File: config.mk
export PLATFORM = sky130hd
export DESIGN_NAME = uib_core
export DESIGN_NICKNAME = d
export VERILOG_FILES = /design/src/shared/uib_pkg.sv /design/src/logic/uib_baud.sv /design/src/logic/uib_rxfifo.sv /design/src/logic/uib_core.sv
export SDC_FILE = /design/constraint.sdc
export NUM_CORES = 1
export LEC_CHECK = 0
export BUFFER_PORTS_ARGS = -buffer_cell sky130_fd_sc_hd__buf_2
export CAP_MARGIN = 20
export CORE_MARGIN = 5
export CORE_UTILIZATION = 35
export DETAILED_ROUTE_END_ITERATION = 6
export PLACE_DENSITY = 0.51
export SYNTH_ARGS = -nofsm -noshare
export SYNTH_HDL_FRONTEND = slang
export SYNTH_SLANG_ARGS = --single-unit
File: constraint.sdc
create_clock -name core_clk_in -period 4.7 [get_ports core_clk_in]
set_clock_uncertainty 0.1 [all_clocks]
set_input_delay 1.41 -clock core_clk_in [delete_from_list [all_inputs] [get_ports core_clk_in]]
set_output_delay 1.41 -clock core_clk_in [all_outputs]
set_load 0.01 [all_outputs]
File: src/shared/uib_pkg.sv
// Shared constants and carriers for the serial port interrupt/baud block.
// Assumes an APB master with 32-bit data; one register per aligned word.
package uib_pkg;
   // Printed offsets are not multiples of four: index, byte address = 4*idx
   localparam logic [2:0] IDX_DATA  = 3'h0; // rx/tx buffer, divisor low
   localparam logic [2:0] IDX_IEN   = 3'h1; // interrupt enable, divisor high
   localparam logic [2:0] IDX_CAUSE = 3'h2; // cause read, fifo control write
   localparam logic [2:0] IDX_LCTL  = 3'h3;
   localparam logic [2:0] IDX_MCTL  = 3'h4;
   localparam logic [2:0] IDX_LSR   = 3'h5;
   localparam logic [2:0] IDX_MSR   = 3'h6;
   localparam logic [2:0] IDX_LAST  = 3'h6;
   // Enable bits
   localparam int IE_RX    = 0;
   localparam int IE_THRE  = 1;
   localparam int IE_LINE  = 2;
   localparam int IE_MODEM = 3;
   localparam int IE_TC    = 4;
   // Line control / fifo control fields
   localparam int LC_DLAB  = 7;
   localparam int FC_EN    = 0;
   localparam int FC_TRG_LO = 6;
   // Line status fields
   localparam int LS_DR    = 0;
   localparam int LS_OE    = 1;
   localparam int LS_PE    = 2;
   localparam int LS_FE    = 3;
   localparam int LS_BI    = 4;
   localparam int LS_THRE  = 5;
   localparam int LS_TEMT  = 6;
   localparam int LS_ERR   = 7;
   // Cause codes
   localparam logic [2:0] CS_NONE  = 3'h1;
   localparam logic [2:0] CS_LINE  = 3'h6;
   localparam logic [2:0] CS_RXRDY = 3'h4;
   localparam logic [2:0] CS_TOUT  = 3'h5;
   localparam logic [2:0] CS_THRE  = 3'h2;
   localparam logic [2:0] CS_TC    = 3'h3;
   localparam logic [2:0] CS_MODEM = 3'h0;
   // Reset values
   localparam logic [15:0] DIV_RST   = 16'h0002;
   localparam logic [15:0] DIV_ONE   = 16'h0001;
   localparam logic [7:0]  LCTL_RST  = 8'h00;
   // Timing
   localparam logic [3:0]  OVERSAMPLE = 4'hf;   // 16 ticks per bit, minus 1
   localparam logic [2:0]  TOUT_BYTES = 3'h4;   // byte times before time-out
   localparam logic [3:0]  BYTE_BITS  = 4'ha;   // bits counted per byte time

   typedef struct packed {
      logic       err;
      logic [3:0] flags; // bi fe pe oe
      logic [7:0] data;
   } uib_rxent_type;

   typedef struct packed {
      logic [15:0] cnt;
   } uib_baud_type;
endpackage : uib_pkg

File: src/logic/uib_baud.sv
// Baud divider: down-counter producing a 16x tick.
// Assumes divisor and load strobe from the register block on the same clock.
`timescale 1ns/100ps
module uib_baud
   import uib_pkg::*;
(
   // Clock and reset
   input  wire logic        core_clk_in,
   input  wire logic        rst_n_in,
   input  wire logic        clk_en_in,
   // Divisor
   input  wire logic [15:0] divisor_in,
   input  wire logic        load_in,
   // Tick
   output logic             tick_out
);
   uib_baud_type st_ff, nxt_st;
   logic         tick_ff, nxt_tick;

   always_comb begin
      nxt_st   = st_ff;
      nxt_tick = 1'b0;
      if (load_in) begin
         nxt_st.cnt = divisor_in;
      end else if (st_ff.cnt <= DIV_ONE) begin
         nxt_st.cnt = divisor_in;
         nxt_tick   = 1'b1;
      end else begin
         nxt_st.cnt = st_ff.cnt - 16'h0001;
      end
   end

   always_ff @(posedge core_clk_in or negedge rst_n_in) begin
      if (!rst_n_in) begin
         st_ff   <= '{cnt: DIV_RST};
         tick_ff <= 1'b0;
      end else if (clk_en_in) begin
         st_ff   <= nxt_st;
         tick_ff <= nxt_tick;
      end
   end
   assign tick_out = tick_ff;

   AST_RELOAD_PULSE: assert property (@(posedge core_clk_in)
      disable iff (!rst_n_in)
      (clk_en_in && !load_in && st_ff.cnt == DIV_ONE) |=> tick_ff)
      else $error("baud tick missing after count of one");
   AST_RESTART: assert property (@(posedge core_clk_in)
      disable iff (!rst_n_in)
      (clk_en_in && load_in) |=> (st_ff.cnt == $past(divisor_in) && !tick_ff))
      else $error("divisor write did not restart count");
endmodule : uib_baud

File: src/logic/uib_rxfifo.sv
// Receive FIFO storage with registered head read data.
// Assumes caller never writes when full or reads when empty.
`timescale 1ns/100ps
module uib_rxfifo
   import uib_pkg::*;
#(
   parameter int DEPTH = 16,
   parameter int AW    = 4
)(
   // Clock and reset
   input  wire logic          core_clk_in,
   input  wire logic          rst_n_in,
   input  wire logic          clk_en_in,
   // Ports
   input  wire logic          wr_in,
   input  wire uib_rxent_type wdata_in,
   input  wire logic [AW-1:0] waddr_in,
   input  wire logic [AW-1:0] raddr_in,
   output uib_rxent_type      rdata_out,
   output logic [DEPTH-1:0]   err_map_out
);
   uib_rxent_type mem_ff [DEPTH];
   uib_rxent_type rd_ff;
   logic [DEPTH-1:0] errv_ff;

   always_ff @(posedge core_clk_in) begin
      if (clk_en_in && wr_in) begin
         mem_ff[waddr_in] <= wdata_in;
      end
   end
   // Error bits in flops so the whole FIFO can be scanned, and flushed
   always_ff @(posedge core_clk_in or negedge rst_n_in) begin
      if (!rst_n_in) begin
         errv_ff <= '0;
         rd_ff   <= '0;
      end else if (clk_en_in) begin
         if (wr_in) begin
            errv_ff[waddr_in] <= wdata_in.err;
         end
         rd_ff <= (wr_in && waddr_in == raddr_in) ? wdata_in
                                                  : mem_ff[raddr_in];
      end
   end
   assign rdata_out   = rd_ff;
   assign err_map_out = errv_ff;
endmodule : uib_rxfifo

File: src/logic/uib_core.sv
// Serial port interrupt logic and register file on APB.
// Assumes receiver/transmitter shift logic outside, same clock.
// Contract
// - Six interrupt causes from tx, rx, modem
// - Holding-empty interrupt while holding buffer empty
// - Tx-complete interrupt; holding write clears both
// - FIFO mode: ready when count reaches trigger
// - Non-FIFO mode: ready when byte held
// - Time-out after four idle byte times
// - Ready and time-out share one enable
// - Line interrupt on parity, framing, overrun, break
// - Line status read clears line interrupt
// - FIFO mode: line interrupt when error at head
// - Error flag while any error byte stored
// - Modem input change interrupts; status read clears
// - Reset restores defaults and flushes FIFOs
// - Enabling tx interrupt when empty fires at once
// - Receiver always enabled, no enable control
// - Divider counts down, reloads, pulses at one
// - Divisor resets to two; write restarts count
// - Divisor reachable only with line control bit 7
// - One tx bit per sixteen baud ticks
//
// Design decisions made here: the address map and register access over APB.
`timescale 1ns/100ps
module uib_core
   import uib_pkg::*;
#(
   parameter int DEPTH = 16,
   parameter int AW    = 4
)(
   // Clock and reset
   input  wire logic        core_clk_in,
   input  wire logic        rst_n_in,
   input  wire logic        clk_en_in,
   // APB slave
   input  wire logic        psel_in,
   input  wire logic        penable_in,
   input  wire logic        pwrite_in,
   input  wire logic [31:0] paddr_in,
   input  wire logic [31:0] pwdata_in,
   output logic [31:0]      prdata_out,
   output logic             pready_out,
   output logic             pslverr_out,
   // Receiver byte in
   input  wire logic        rx_valid_in,
   input  wire logic [7:0]  rx_data_in,
   input  wire logic [3:0]  rx_flags_in,
   // Transmitter side
   input  wire logic        tx_take_in,
   input  wire logic        tx_shift_done_in,
   output logic [7:0]       tx_data_out,
   output logic             tx_full_out,
   output logic             tx_bit_step_out,
   // Modem pins
   input  wire logic [3:0]  modem_pins_in,
   output logic [1:0]       modem_ctl_out,
   // Interrupt request, baud tick, line control
   output logic             irq_out,
   output logic             baud_tick_out,
   output logic [6:0]       line_ctl_out
);
   localparam logic [AW:0] DEPTH_W = (AW+1)'(DEPTH);
   typedef struct packed {
      logic [7:0]  lctl;
      logic [7:0]  fctl;
      logic [4:0]  ien;
      logic [1:0]  mctl;
      logic [15:0] divisor;
      logic [7:0]  thr;
      logic        thr_full;
      logic        tc;
      logic        line_pend;
      logic [3:0]  modem_delta;
      logic [3:0]  pin_s1;
      logic [3:0]  pin_s2;
      logic [3:0]  pin_old;
      logic [AW-1:0] wptr;
      logic [AW-1:0] rptr;
      logic [AW:0] count;
      logic        tout;
      logic [3:0]  tick16;
      logic [3:0]  txdiv;
      logic [3:0]  bitcnt;
      logic [2:0]  bytecnt;
      logic [31:0] rdata;
   } uib_core_type;

   uib_core_type  st_ff, nxt;
   uib_rxent_type head;
   logic [DEPTH-1:0] err_map;
   logic        wr_acc, rd_acc, dlab, fifo_on, rx_pop, rx_push;
   logic        div_load, tick, thr_wr, lsr_rd, msr_rd, rbr_rd;
   logic [2:0]  idx;
   logic [AW:0] trig;
   logic        rx_ready, line_irq, thre_irq, tc_irq;
   logic [2:0]  cause;
   uib_rxent_type push_ent;
   logic [DEPTH-1:0] err_live;

   assign idx     = paddr_in[4:2];
   assign wr_acc  = psel_in && penable_in && pwrite_in;
   assign rd_acc  = psel_in && penable_in && !pwrite_in;
   assign dlab    = st_ff.lctl[LC_DLAB];
   assign fifo_on = st_ff.fctl[FC_EN];
   // Divisor only behind bit 7 of line control
   assign div_load = wr_acc && dlab && (idx == IDX_DATA || idx == IDX_IEN);
   assign thr_wr   = wr_acc && !dlab && idx == IDX_DATA;
   assign rbr_rd   = rd_acc && !dlab && idx == IDX_DATA;
   assign lsr_rd   = rd_acc && idx == IDX_LSR;
   assign msr_rd   = rd_acc && idx == IDX_MSR;
   assign rx_pop   = rbr_rd && st_ff.count != '0;
   assign rx_push  = rx_valid_in &&
                     (st_ff.count < (fifo_on ? DEPTH_W : (AW+1)'(1)));
   assign push_ent = '{err: |rx_flags_in, flags: rx_flags_in,
                       data: rx_data_in};

   always_comb begin
      case (st_ff.fctl[7:FC_TRG_LO])
         2'h0:    trig = (AW+1)'(1);
         2'h1:    trig = (AW+1)'(4);
         2'h2:    trig = (AW+1)'(8);
         2'h3:    trig = (AW+1)'(14);
         default: trig = (AW+1)'(1);
      endcase
   end

   // Stale error bits of popped entries must not hold the summary flag
   always_comb begin
      for (int n = 0; n < DEPTH; n++) begin
         err_live[n] = err_map[n] &&
            ({1'b0, AW'(AW'(n) - st_ff.rptr)} < st_ff.count);
      end
   end

   // Receive ready: trigger in FIFO mode, one byte otherwise
   assign rx_ready = fifo_on ? (st_ff.count >= trig)
                             : (st_ff.count != '0);
   // Head error only: errors deeper in the FIFO wait their turn
   assign line_irq = st_ff.line_pend && st_ff.count != '0 &&
                     head.err;
   assign thre_irq = !st_ff.thr_full;
   assign tc_irq   = st_ff.tc;

   // Priority: line, rx, time-out, tx empty, tx complete, modem
   always_comb begin
      cause = CS_NONE;
      if (st_ff.ien[IE_LINE] && line_irq)               cause = CS_LINE;
      else if (st_ff.ien[IE_RX] && rx_ready)            cause = CS_RXRDY;
      else if (st_ff.ien[IE_RX] && st_ff.tout)          cause = CS_TOUT;
      else if (st_ff.ien[IE_THRE] && thre_irq)          cause = CS_THRE;
      else if (st_ff.ien[IE_TC] && tc_irq)              cause = CS_TC;
      else if (st_ff.ien[IE_MODEM] && |st_ff.modem_delta) cause = CS_MODEM;
   end

   always_comb begin
      nxt = st_ff;
      // Pin synchroniser; stage one feeds only stage two
      nxt.pin_s1  = modem_pins_in;
      nxt.pin_s2  = st_ff.pin_s1;
      nxt.pin_old = st_ff.pin_s2;
      // Register writes
      if (wr_acc) begin
         case (idx)
            IDX_DATA:  if (dlab) nxt.divisor[7:0] = pwdata_in[7:0];
                       else      nxt.thr = pwdata_in[7:0];
            IDX_IEN:   if (dlab) nxt.divisor[15:8] = pwdata_in[7:0];
                       else      nxt.ien = pwdata_in[4:0];
            IDX_CAUSE: nxt.fctl = pwdata_in[7:0];
            IDX_LCTL:  nxt.lctl = pwdata_in[7:0];
            IDX_MCTL:  nxt.mctl = pwdata_in[1:0];
            default:   nxt.lctl = st_ff.lctl;
         endcase
      end
      // Holding buffer: write fills, transmitter take empties
      if (thr_wr) begin
         nxt.thr_full = 1'b1;
         nxt.tc       = 1'b0;
      end else if (tx_take_in) begin
         nxt.thr_full = 1'b0;
      end
      if (tx_shift_done_in && !st_ff.thr_full && !thr_wr) begin
         nxt.tc = 1'b1;
      end
      // Receive FIFO pointers; receiver has no enable
      if (rx_push) nxt.wptr = st_ff.wptr + AW'(1);
      if (rx_pop)  nxt.rptr = st_ff.rptr + AW'(1);
      nxt.count = st_ff.count + (AW+1)'(rx_push) - (AW+1)'(rx_pop);
      if (wr_acc && idx == IDX_CAUSE && pwdata_in[FC_EN] != fifo_on) begin
         nxt.wptr  = '0;
         nxt.rptr  = '0;
         nxt.count = '0;
      end
      // Line interrupt: new head error sets, status read clears
      if (rx_pop || (rx_push && st_ff.count == '0)) begin
         nxt.line_pend = 1'b1;
      end else if (lsr_rd) begin
         nxt.line_pend = 1'b0;
      end
      // Modem change detect; a change wins over the clearing read
      if (msr_rd) nxt.modem_delta = '0;
      nxt.modem_delta = nxt.modem_delta |
                        (st_ff.pin_s2 ^ st_ff.pin_old);
      // Free-running bit divider, apart from the time-out timer
      if (tick) nxt.txdiv = st_ff.txdiv + 4'h1;
      // Byte-time timer for the receive time-out
      if (rx_push || rx_pop) begin
         nxt.tick16  = '0;
         nxt.bitcnt  = '0;
         nxt.bytecnt = '0;
      end else if (tick && st_ff.count != '0 && st_ff.count < trig &&
                   st_ff.bytecnt != TOUT_BYTES) begin
         nxt.tick16 = st_ff.tick16 + 4'h1;
         if (st_ff.tick16 == OVERSAMPLE) begin
            nxt.bitcnt = st_ff.bitcnt + 4'h1;
            if (st_ff.bitcnt == BYTE_BITS - 4'h1) begin
               nxt.bitcnt  = '0;
               nxt.bytecnt = st_ff.bytecnt + 3'h1;
            end
         end
      end
      if (nxt.count == '0) begin
         nxt.tout = 1'b0;
      end else if (st_ff.bytecnt == TOUT_BYTES && st_ff.count != '0) begin
         nxt.tout = 1'b1;
      end
      // Read data
      nxt.rdata = '0;
      if (psel_in && !penable_in && !pwrite_in) begin
         case (idx)
            IDX_DATA:  nxt.rdata[7:0] = dlab ? st_ff.divisor[7:0]
                                             : head.data;
            IDX_IEN:   nxt.rdata[7:0] = dlab ? st_ff.divisor[15:8]
                                             : {3'h0, st_ff.ien};
            IDX_CAUSE: nxt.rdata[7:0] = {fifo_on, fifo_on, 3'h0, cause};
            IDX_LCTL:  nxt.rdata[7:0] = st_ff.lctl;
            IDX_MCTL:  nxt.rdata[7:0] = {6'h0, st_ff.mctl};
            IDX_LSR:   nxt.rdata[7:0] = {|err_live,
                          !st_ff.thr_full && st_ff.tc, !st_ff.thr_full,
                          (st_ff.count != '0) ? head.flags : 4'h0,
                          st_ff.count != '0};
            IDX_MSR:   nxt.rdata[7:0] = {st_ff.pin_s2, st_ff.modem_delta};
            default:   nxt.rdata = '0;
         endcase
      end
   end

   always_ff @(posedge core_clk_in or negedge rst_n_in) begin
      if (!rst_n_in) begin
         st_ff         <= '0;
         st_ff.lctl    <= LCTL_RST;
         st_ff.divisor <= DIV_RST;
      end else if (clk_en_in) begin
         st_ff <= nxt;
      end
   end

   uib_baud u_baud (
      .core_clk_in (core_clk_in),
      .rst_n_in    (rst_n_in),
      .clk_en_in   (clk_en_in),
      .divisor_in  (nxt.divisor),
      .load_in     (div_load),
      .tick_out    (tick)
   );

   uib_rxfifo #(.DEPTH(DEPTH), .AW(AW)) u_fifo (
      .core_clk_in (core_clk_in),
      .rst_n_in    (rst_n_in),
      .clk_en_in   (clk_en_in),
      .wr_in       (rx_push),
      .wdata_in    (push_ent),
      .waddr_in    (st_ff.wptr),
      .raddr_in    (nxt.rptr),
      .rdata_out   (head),
      .err_map_out (err_map)
   );

   // Interrupt line follows the cause, rx pair on one enable
   assign irq_out         = (cause != CS_NONE);
   assign pready_out      = 1'b1;
   assign pslverr_out     = psel_in && penable_in && (idx > IDX_LAST);
   assign prdata_out      = st_ff.rdata;
   assign tx_data_out     = st_ff.thr;
   assign tx_full_out     = st_ff.thr_full;
   assign tx_bit_step_out = tick && st_ff.txdiv == OVERSAMPLE;
   assign baud_tick_out   = tick;
   assign modem_ctl_out   = st_ff.mctl;
   assign line_ctl_out    = st_ff.lctl[6:0];

   AST_THRE_NOW: assert property (@(posedge core_clk_in)
      disable iff (!rst_n_in)
      (clk_en_in && wr_acc && idx == IDX_IEN && !dlab &&
       pwdata_in[IE_THRE] && !st_ff.thr_full && !tx_take_in)
      |=> (cause != CS_NONE))
      else $error("tx empty interrupt not raised at enable");
   AST_THR_CLEAR: assert property (@(posedge core_clk_in)
      disable iff (!rst_n_in)
      (clk_en_in && thr_wr) |=> (st_ff.thr_full && !st_ff.tc))
      else $error("holding write did not clear tx interrupts");
   AST_LSR_CLEAR: assert property (@(posedge core_clk_in)
      disable iff (!rst_n_in)
      (clk_en_in && lsr_rd && !rx_pop && !rx_push) |=> !line_irq)
      else $error("line status read did not clear interrupt");
   AST_TOUT_CLEAR: assert property (@(posedge core_clk_in)
      disable iff (!rst_n_in)
      (st_ff.tout && st_ff.count != '0 && !(clk_en_in && rx_pop &&
       st_ff.count == (AW+1)'(1))) |=> st_ff.tout)
      else $error("time-out dropped before FIFO empty");
   AST_DLAB_GATE: assert property (@(posedge core_clk_in)
      disable iff (!rst_n_in)
      (clk_en_in && wr_acc && !dlab) |=> $stable(st_ff.divisor))
      else $error("divisor changed without access bit");
   AST_RX_READY: assert property (@(posedge core_clk_in)
      disable iff (!rst_n_in)
      (!fifo_on && st_ff.count != '0 && st_ff.ien[IE_RX] &&
       !line_irq) |-> irq_out)
      else $error("single-byte ready not signalled");
   AST_MODEM_CHG: assert property (@(posedge core_clk_in)
      disable iff (!rst_n_in)
      (clk_en_in && (st_ff.pin_s2 != st_ff.pin_old)) |=>
      (|st_ff.modem_delta))
      else $error("modem change lost");
   AST_ERR_FLAG: assert property (@(posedge core_clk_in)
      disable iff (!rst_n_in)
      (clk_en_in && rx_push && push_ent.err) |=> ##1 (|err_map))
      else $error("error byte not flagged");
endmodule : uib_core

== Word level (Yosys, flattened, before mapping) ==
Memory sizes are Yosys's and may differ from the RTL's. A register that Yosys moved wholly into a read port is not among the register bits.
Cells that the tools add are included.
W data, S select, Z words.

* Add/subtract/negate cells: 25
* Order comparisons: 23
* Equal/unequal tests: 16
* Multiplexer cells: 47
* Bitwise logic cells: 3
* Reduce and logical (&&, ||, !) cells: 93

{| class="wikitable"
|+ Operators by type and width
! kind !! number
|-
| $lt A4 B5 Y1 || 16
|-
| $mux W8 || 7
|-
| $pmux W8 S7 || 1
|-
| $logic_and A1 B1 Y1 || 53
|-
| $mux W16 || 3
|-
| $sub A4 B4 Y4 const A || 8
|-
| $mux W7 || 4
|-
| $mux W24 || 1
|-
| $mux W4 || 6
|-
| $add A4 B1 Y4 const B || 5
|-
| $pmux W5 S4 || 1
|-
| $bwmux W16 || 1
|-
| $le A16 B1 Y1 const B || 1
|-
| $reduce_and A2 Y1 || 8
|-
| $reduce_bool A2 Y1 || 8
|-
| $reduce_or A16 Y1 || 1
|-
| $sub A16 B1 Y16 const B || 1
|-
| $sub A3 B4 Y4 const A || 4
|-
| $mux W1 || 15
|-
| $mux W13 || 1
|-
| $eq A3 B3 Y1 const B || 4
|-
| $eq A4 B4 Y1 const B || 3
|-
| $reduce_and A3 Y1 || 4
|-
| $reduce_and A4 Y1 || 3
|-
| other kinds (31) || 48
|}

* Register bits: 160
* Memory bits (writable): 208
* Logic and storage cells: 233
* Memories: 1

{| class="wikitable"
|+ Memory list
! name !! depth !! width !! read ports !! clocked after memory_dff !! write ports !! RTL line !! RTL
|-
| u_fifo.mem_ff || 16 || 13 || 1 || 1 || 1 || uib_rxfifo.sv:22 || <nowiki>uib_rxent_type mem_ff [DEPTH];</nowiki>
|}

== Depth between registers and ports, before layout ==
* Depth in word-level cells: 10
* Depth in mapped cells: 17

== Hierarchy ==
Synthesis repeated with hierarchy kept, for this count alone.

* Cells, all modules: 1247
* Area, all modules: 17126.4 sq um

{| class="wikitable"
|+ By module, submodules not included
! module !! instances !! cells an instance !! area each (sq um) !! sequential area each (sq um)
|-
| uib_rxfifo || 1 || 428 || 9222.6 || 6971.7
|-
| uib_core || 1 || 688 || 6721.4 || 2453.6
|-
| uib_baud || 1 || 131 || 1182.4 || 426.7
|}

== Worst setup path after synthesis ==
No wires, ideal clock.

* Path kind: in2reg
* Start point: input port paddr_in[2]
* End point: register st_ff[47] (netlist name)
* Library setup time: 0.078 ns
* Arrival: 4.025 ns
* Required time: 4.522 ns
* Slack: 0.498 ns
* Cell stages on the path: 15
* Cell sequence: clkbuf_1 -> or4_4 -> buf_6 -> nor2_1 -> nand2_1 -> ha_1 -> ha_1 -> fa_1 -> a21oi_1 -> nor2_1 -> nor2_1 -> xnor2_1 -> xnor2_1 -> o21ai_0 -> a21oi_1

* Cells in the longest elaborated chain, start to end: 8
* Elaborated cells between the ends (all ways): 12
* Classes of those cells: add/sub (1); eq/ne (1); mux (2); reduce/logical (8)

{| class="wikitable"
|+ Ends and longest elaborated chain
! element !! RTL line !! RTL
|-
| from (decl) || uib_core.sv:40 || <nowiki>input wire logic [31:0] paddr_in,</nowiki>
|-
| $logic_not A3 Y1 || uib_core.sv:109 || <nowiki>assign rbr_rd = rd_acc && !dlab && idx == IDX_DATA;</nowiki>
|-
| $logic_and A1 B1 Y1 || uib_core.sv:109 ||
|-
| $logic_and A1 B1 Y1 || uib_core.sv:112 || <nowiki>assign rx_pop = rbr_rd && st_ff.count != '0;</nowiki>
|-
| $sub A5 B1 Y5 || uib_core.sv:188 || <nowiki>nxt.count = st_ff.count + (AW+1)'(rx_push) - (AW+1)'(rx_pop);</nowiki>
|-
| $mux W13 (*) || uib_core.sv:189 || <nowiki>if (wr_acc && idx == IDX_CAUSE && pwdata_in[FC_EN] != fifo_on) begin</nowiki>
|-
| $logic_not A5 Y1 (*) || uib_core.sv:222 || <nowiki>if (nxt.count == '0) begin</nowiki>
|-
| $reduce_bool A2 Y1 (no line) || n/a ||
|-
| $reduce_and A2 Y1 (no line) || n/a ||
|-
| to (signal assigned) || uib_core.sv:254 || <nowiki>st_ff <= nxt;</nowiki>
|-
| to (decl) || uib_core.sv:89 || <nowiki>uib_core_type st_ff, nxt;</nowiki>
|}

Mark *: on every way between the ends. The rest lies on a longest branch, timed or not.
A chain may end at the register's enable or synchronous reset.

== Final worst setup path ==
* Start point: register st_ff[50] (netlist name)
* End point: output port irq_out

* Cells in the longest elaborated chain, start to end: 6
* Elaborated cells between the ends (all ways): 10
* Classes of those cells: order compare (1); eq/ne (1); mux (3); reduce/logical (5)

{| class="wikitable"
|+ Ends and longest elaborated chain
! element !! RTL line !! RTL
|-
| $ge A5 B5 Y1 / $reduce_bool A5 Y1 (equally long branches) || uib_core.sv:137, uib_core.sv:138, uib_core.sv:140 ||
|-
| $mux W1 / $logic_and A1 B1 Y1 (equally long branches) || uib_core.sv:137, uib_core.sv:140 ||
|-
| $logic_and A1 B1 Y1, on equally long branches || uib_core.sv:149, uib_core.sv:140 ||
|-
| $mux W3 / $logic_and A1 B1 Y1 (equally long branches) || uib_core.sv:149, uib_core.sv:148 ||
|-
| $mux W3 (*) || uib_core.sv:148 || <nowiki>if (st_ff.ien[IE_LINE] && line_irq) cause = CS_LINE;</nowiki>
|-
| $ne A3 B1 Y1 (*) || uib_core.sv:280 || <nowiki>assign irq_out = (cause != CS_NONE);</nowiki>
|-
| to (decl) || uib_core.sv:59 || <nowiki>output logic irq_out,</nowiki>
|}

Marks and branches as above.

==> impl_metrics.yaml <==
drt:
  via_per_inst: 5.19
  drtPass1Iterations: 7
  final_antenna_net_count: 0
  drc: 4
  wl_per_cell_um: 20.5
  dr_total_vias: 11600
  drtIter0Drc: 789
  routed_wl_um: 45800
floorplanning:
  chipWidth_um: 232
  core_um2: 48700
  boundaryPins: 144
  core.rowCount: 81
  die_area_um2: 53600
  start_util: 0.352
  dieHeight_um: 232
yosys:
  ys.flop_type: "edfxtp_1"
  yosysTopAreaCell: "edfxtp_1"
  synth_cells: 1441
  avgSynthCellArea_um2: 11.9
  synthDistinctLibCells: 81
  synth_top_area_frac: 0.364
  yosys_warnings: 0
  synthTopCellsByArea: "edfxtp_1, dfrtp_1, mux2_2"
  synth_edf_count: 208
  async_flop_share: 0.409
  ys_seq_elements: 352
  synth_area_um2: 17200
  seq_area_frac_synth: 0.573
sta:
  fin_crit_ns: 4.35
  final_hold_viol_count: 0
  fin_ws_ns: 0.350
  finalMaxSlewViolations: 0
  timing.setup.tns_ns: 0
  fmax_ghz: 0.230
  rsz0062_at_grt: "false"
  worst_slew_pin_slew_ns: 0.851
  setup_viol: 0
  relSlewSlack: 0.428
  fin_crit_sh: 0.926
final_layout:
  area_delta_synth_final_pct: 14.5
  nets: 1686
  fin_util: 0.404
  drive_gt1_frac: 0.194
  n_fill_cell: 4648
place:
  finalWeightedCongestion: 0.799
  port_buffers: 65
  dpl_worst_slack_ns: 0.0233
  hpwl_um: 31300
global_routing:
  overflow: 0
  grt_pass1_vias: 11500
  grt_antenna_before_repair: 1
  grt_max_degree: 87
  grt_usage: 0.168
  grt_pass1_wl_um: 70500
pwr:
  seqPwrFrac: 0.410
  combPwrFrac: 0.288
  p_leak_nw: 8.07
  clkPwrFrac: 0.303
  p_sw_frac: 0.333
  p_switching_mw: 3.30
  max-vdd-ir-drop_mv: 0.285
  powerDensity_nw_per_um2: 504
  p_int_mw: 6.60
run_status:
  violations: "DRC"
  outcome: "finished with violations"
clocking:
  cts_max_path_buffers: 3
  cts_num_sinks: 352
  htree_levels: 2
  cts_resized: 0
  clk_pin_slew_worst_paths_ns: 0.06
  postCtsSetupRepairBufs: 0
  root_buffer: "clkbuf_16"
  worstSkewPairLatency_ns: 0.55
  cts_buffers: 40
  cts_tree: "built"
  cts_hold_buf: 0
critical_path:
  critical_path_class: "reg2out"
  worstSetupStartpoint: "st_ff[50]"
  crit_path_end_kind: "output port"
  r2r-start: "st_ff[50]"
  start_kind: "flip-flop"
  cp_max_fo: 3
  worstPathArrival_ns: 2.84
  cp.required_ns: 3.19
min_path:
  hold_path_class: "reg2reg"
  hold_start: "st_ff[42]"
run:
  drv_cap: 0
## layout make-up
class | instances | area, um2 | share of cell area
Antenna cell | 1 | 2.50 | 0.000127
Clock buffer | 49 | 1100 | 0.0557
Clock inverter | 24 | 151 | 0.00770
Inverter | 62 | 233 | 0.0118
Multi-Input combinational cell | 934 | 6520 | 0.331
Sequential cell | 352 | 9850 | 0.501
Tap cell | 664 | 831 | 0.0422
Timing Repair Buffer | 144 | 990 | 0.0503
## kinds of logic (layout without fill, tap and decap cells)
logic type                 Yosys count  after routing  synth area share
buffers and inverters              178            279            0.0535
AOI/OAI and AO/OA                  325            325             0.127
muxes                              129            129            0.0809
adders and majority gates           63             63            0.0463
and+or+nand+nor                    367            367             0.106
other                                2             26          0.000437
DFF                                352            352             0.573
xor gates and xnor gates            25             25            0.0127
## routing by layer
layer	vias to the layer above	track usage	share of wire	wire, um
li1	5474	-	-	-
met1	5755	0.241	0.46	21300
met2	275	0.271	0.47	21500
met3	67	0.0256	0.046	2100
met4	0	0.0373	0.021	964
met5	-	0	0	0
## power groups by stage
stage	combinational [mW]	clock, mW	sequential (mW)
4_1_cts	2.87	3.07	4.06
3_5_place_dp	2.86	0	4.12
2_1_floorplan	2.03	0	3.94
5_1_grt	3.22	3.21	4.11
6_report	2.85	3.00	4.06
3_3_place_gp	2.83	0	4.10
## cells in the final DEF (no fill, tap or decap), drive strengths merged, types with 19 or more instances in the layout
| master | Yosys | layout |
|---|---|---|
| mux2i | 50 | 50 |
| clkbuf | 43 | 49 |
| and2 | 21 | 21 |
| nand2 | 116 | 116 |
| inv | 61 | 62 |
| buf | 73 | 144 |
| nand3 | 38 | 38 |
| dfrtp | 142 | 142 |
| ha | 62 | 62 |
| nor3 | 19 | 19 |
| xnor2 | 21 | 21 |
| a21oi | 91 | 91 |
| edfxtp | 208 | 208 |
| nor2 | 83 | 83 |
| clkinv | 1 | 20 |
| o21ai | 68 | 68 |
| conb | 2 | 25 |
| mux2 | 79 | 79 |
## state kept, by name (all words and copies together) (netlist names), 2 cells and up
| name | count |
|---|---|
| u_baud.st_ff | 16 |
| nxt | 8 |
| tx_data_out | 8 |
| u_fifo.err_map_out | 16 |
| st_ff | 61 |
| modem_ctl_out | 2 |
| line_ctl_out | 7 |
| prdata_out | 8 |
| u_fifo.rdata_out | 13 |
| u_fifo.mem_ff | 208 |
## cells in the mapped netlist (4+ instances only)
master       n
a222oi_1     7
nor4_1      13
clkbuf_1    42
nor2b_1      4
and2_1      20
nand4_1      8
mux2i_1     50
a22o_1       9
nand3_1     36
nor3b_1      4
a2111o_1     4
o21ai_0     68
buf_2       13
nand2_1    116
a21o_1      15
xor2_1       4
nor3_1      18
buf_6        5
a2111oi_0   11
a31oi_1      9
nand2b_1    10
nand3b_1     6
or4_1        6
dfrtp_1    142
a211oi_1     7
inv_1       60
or3_1        4
mux2_2      79
a22oi_1     16
o2bb2ai_1   18
buf_4       52
o22ai_1     18
a21oi_1     91
nor2_1      83
and4_1       4
and3_1      17
o221ai_1     7
a221oi_1    14
edfxtp_1   208
ha_1        62
xnor2_1     21
## stage by stage
step | instance area, um2 | hold WS, ns | total power [mW] | instances
2_1_floorplan | 17300 | 0.338 | 5.96 | 1464
3_3_place_gp | 18400 | 0.353 | 6.93 | 2156
3_5_place_dp | 18400 | 0.359 | 6.97 | 2156
4_1_cts | 19700 | 0.370 | 10.0 | 2229
5_1_grt | 19700 | 0.382 | 10.5 | 2229
6_report | 19700 | 0.369 | 9.90 | 2230
## worst max-delay path, stage by stage, from the launching register on
cell and delay [ns]:
dfrtp_1 0.42, ha_1 0.33, a21o_1 0.18, a211o_1 0.31, o311a_1 0.38, nor2_1 0.16
o21a_1 0.17, nand3_1 0.15, buf_2 0.19
## worst paths after layout
path,to,slack [ns],depth (start not counted)
setup / recovery,irq_out,0.35,8
hold / removal,st_ff[42],0.37,1
setup reg to reg,u_fifo.rdata_out[1],0.57,14
hold reg to reg,st_ff[42],0.37,1
max in group asynchronous,u_baud.st_ff[1],2.76,2
min in group asynchronous,st_ff[35],0.84,1
Power figures use the tool's default switching activity.
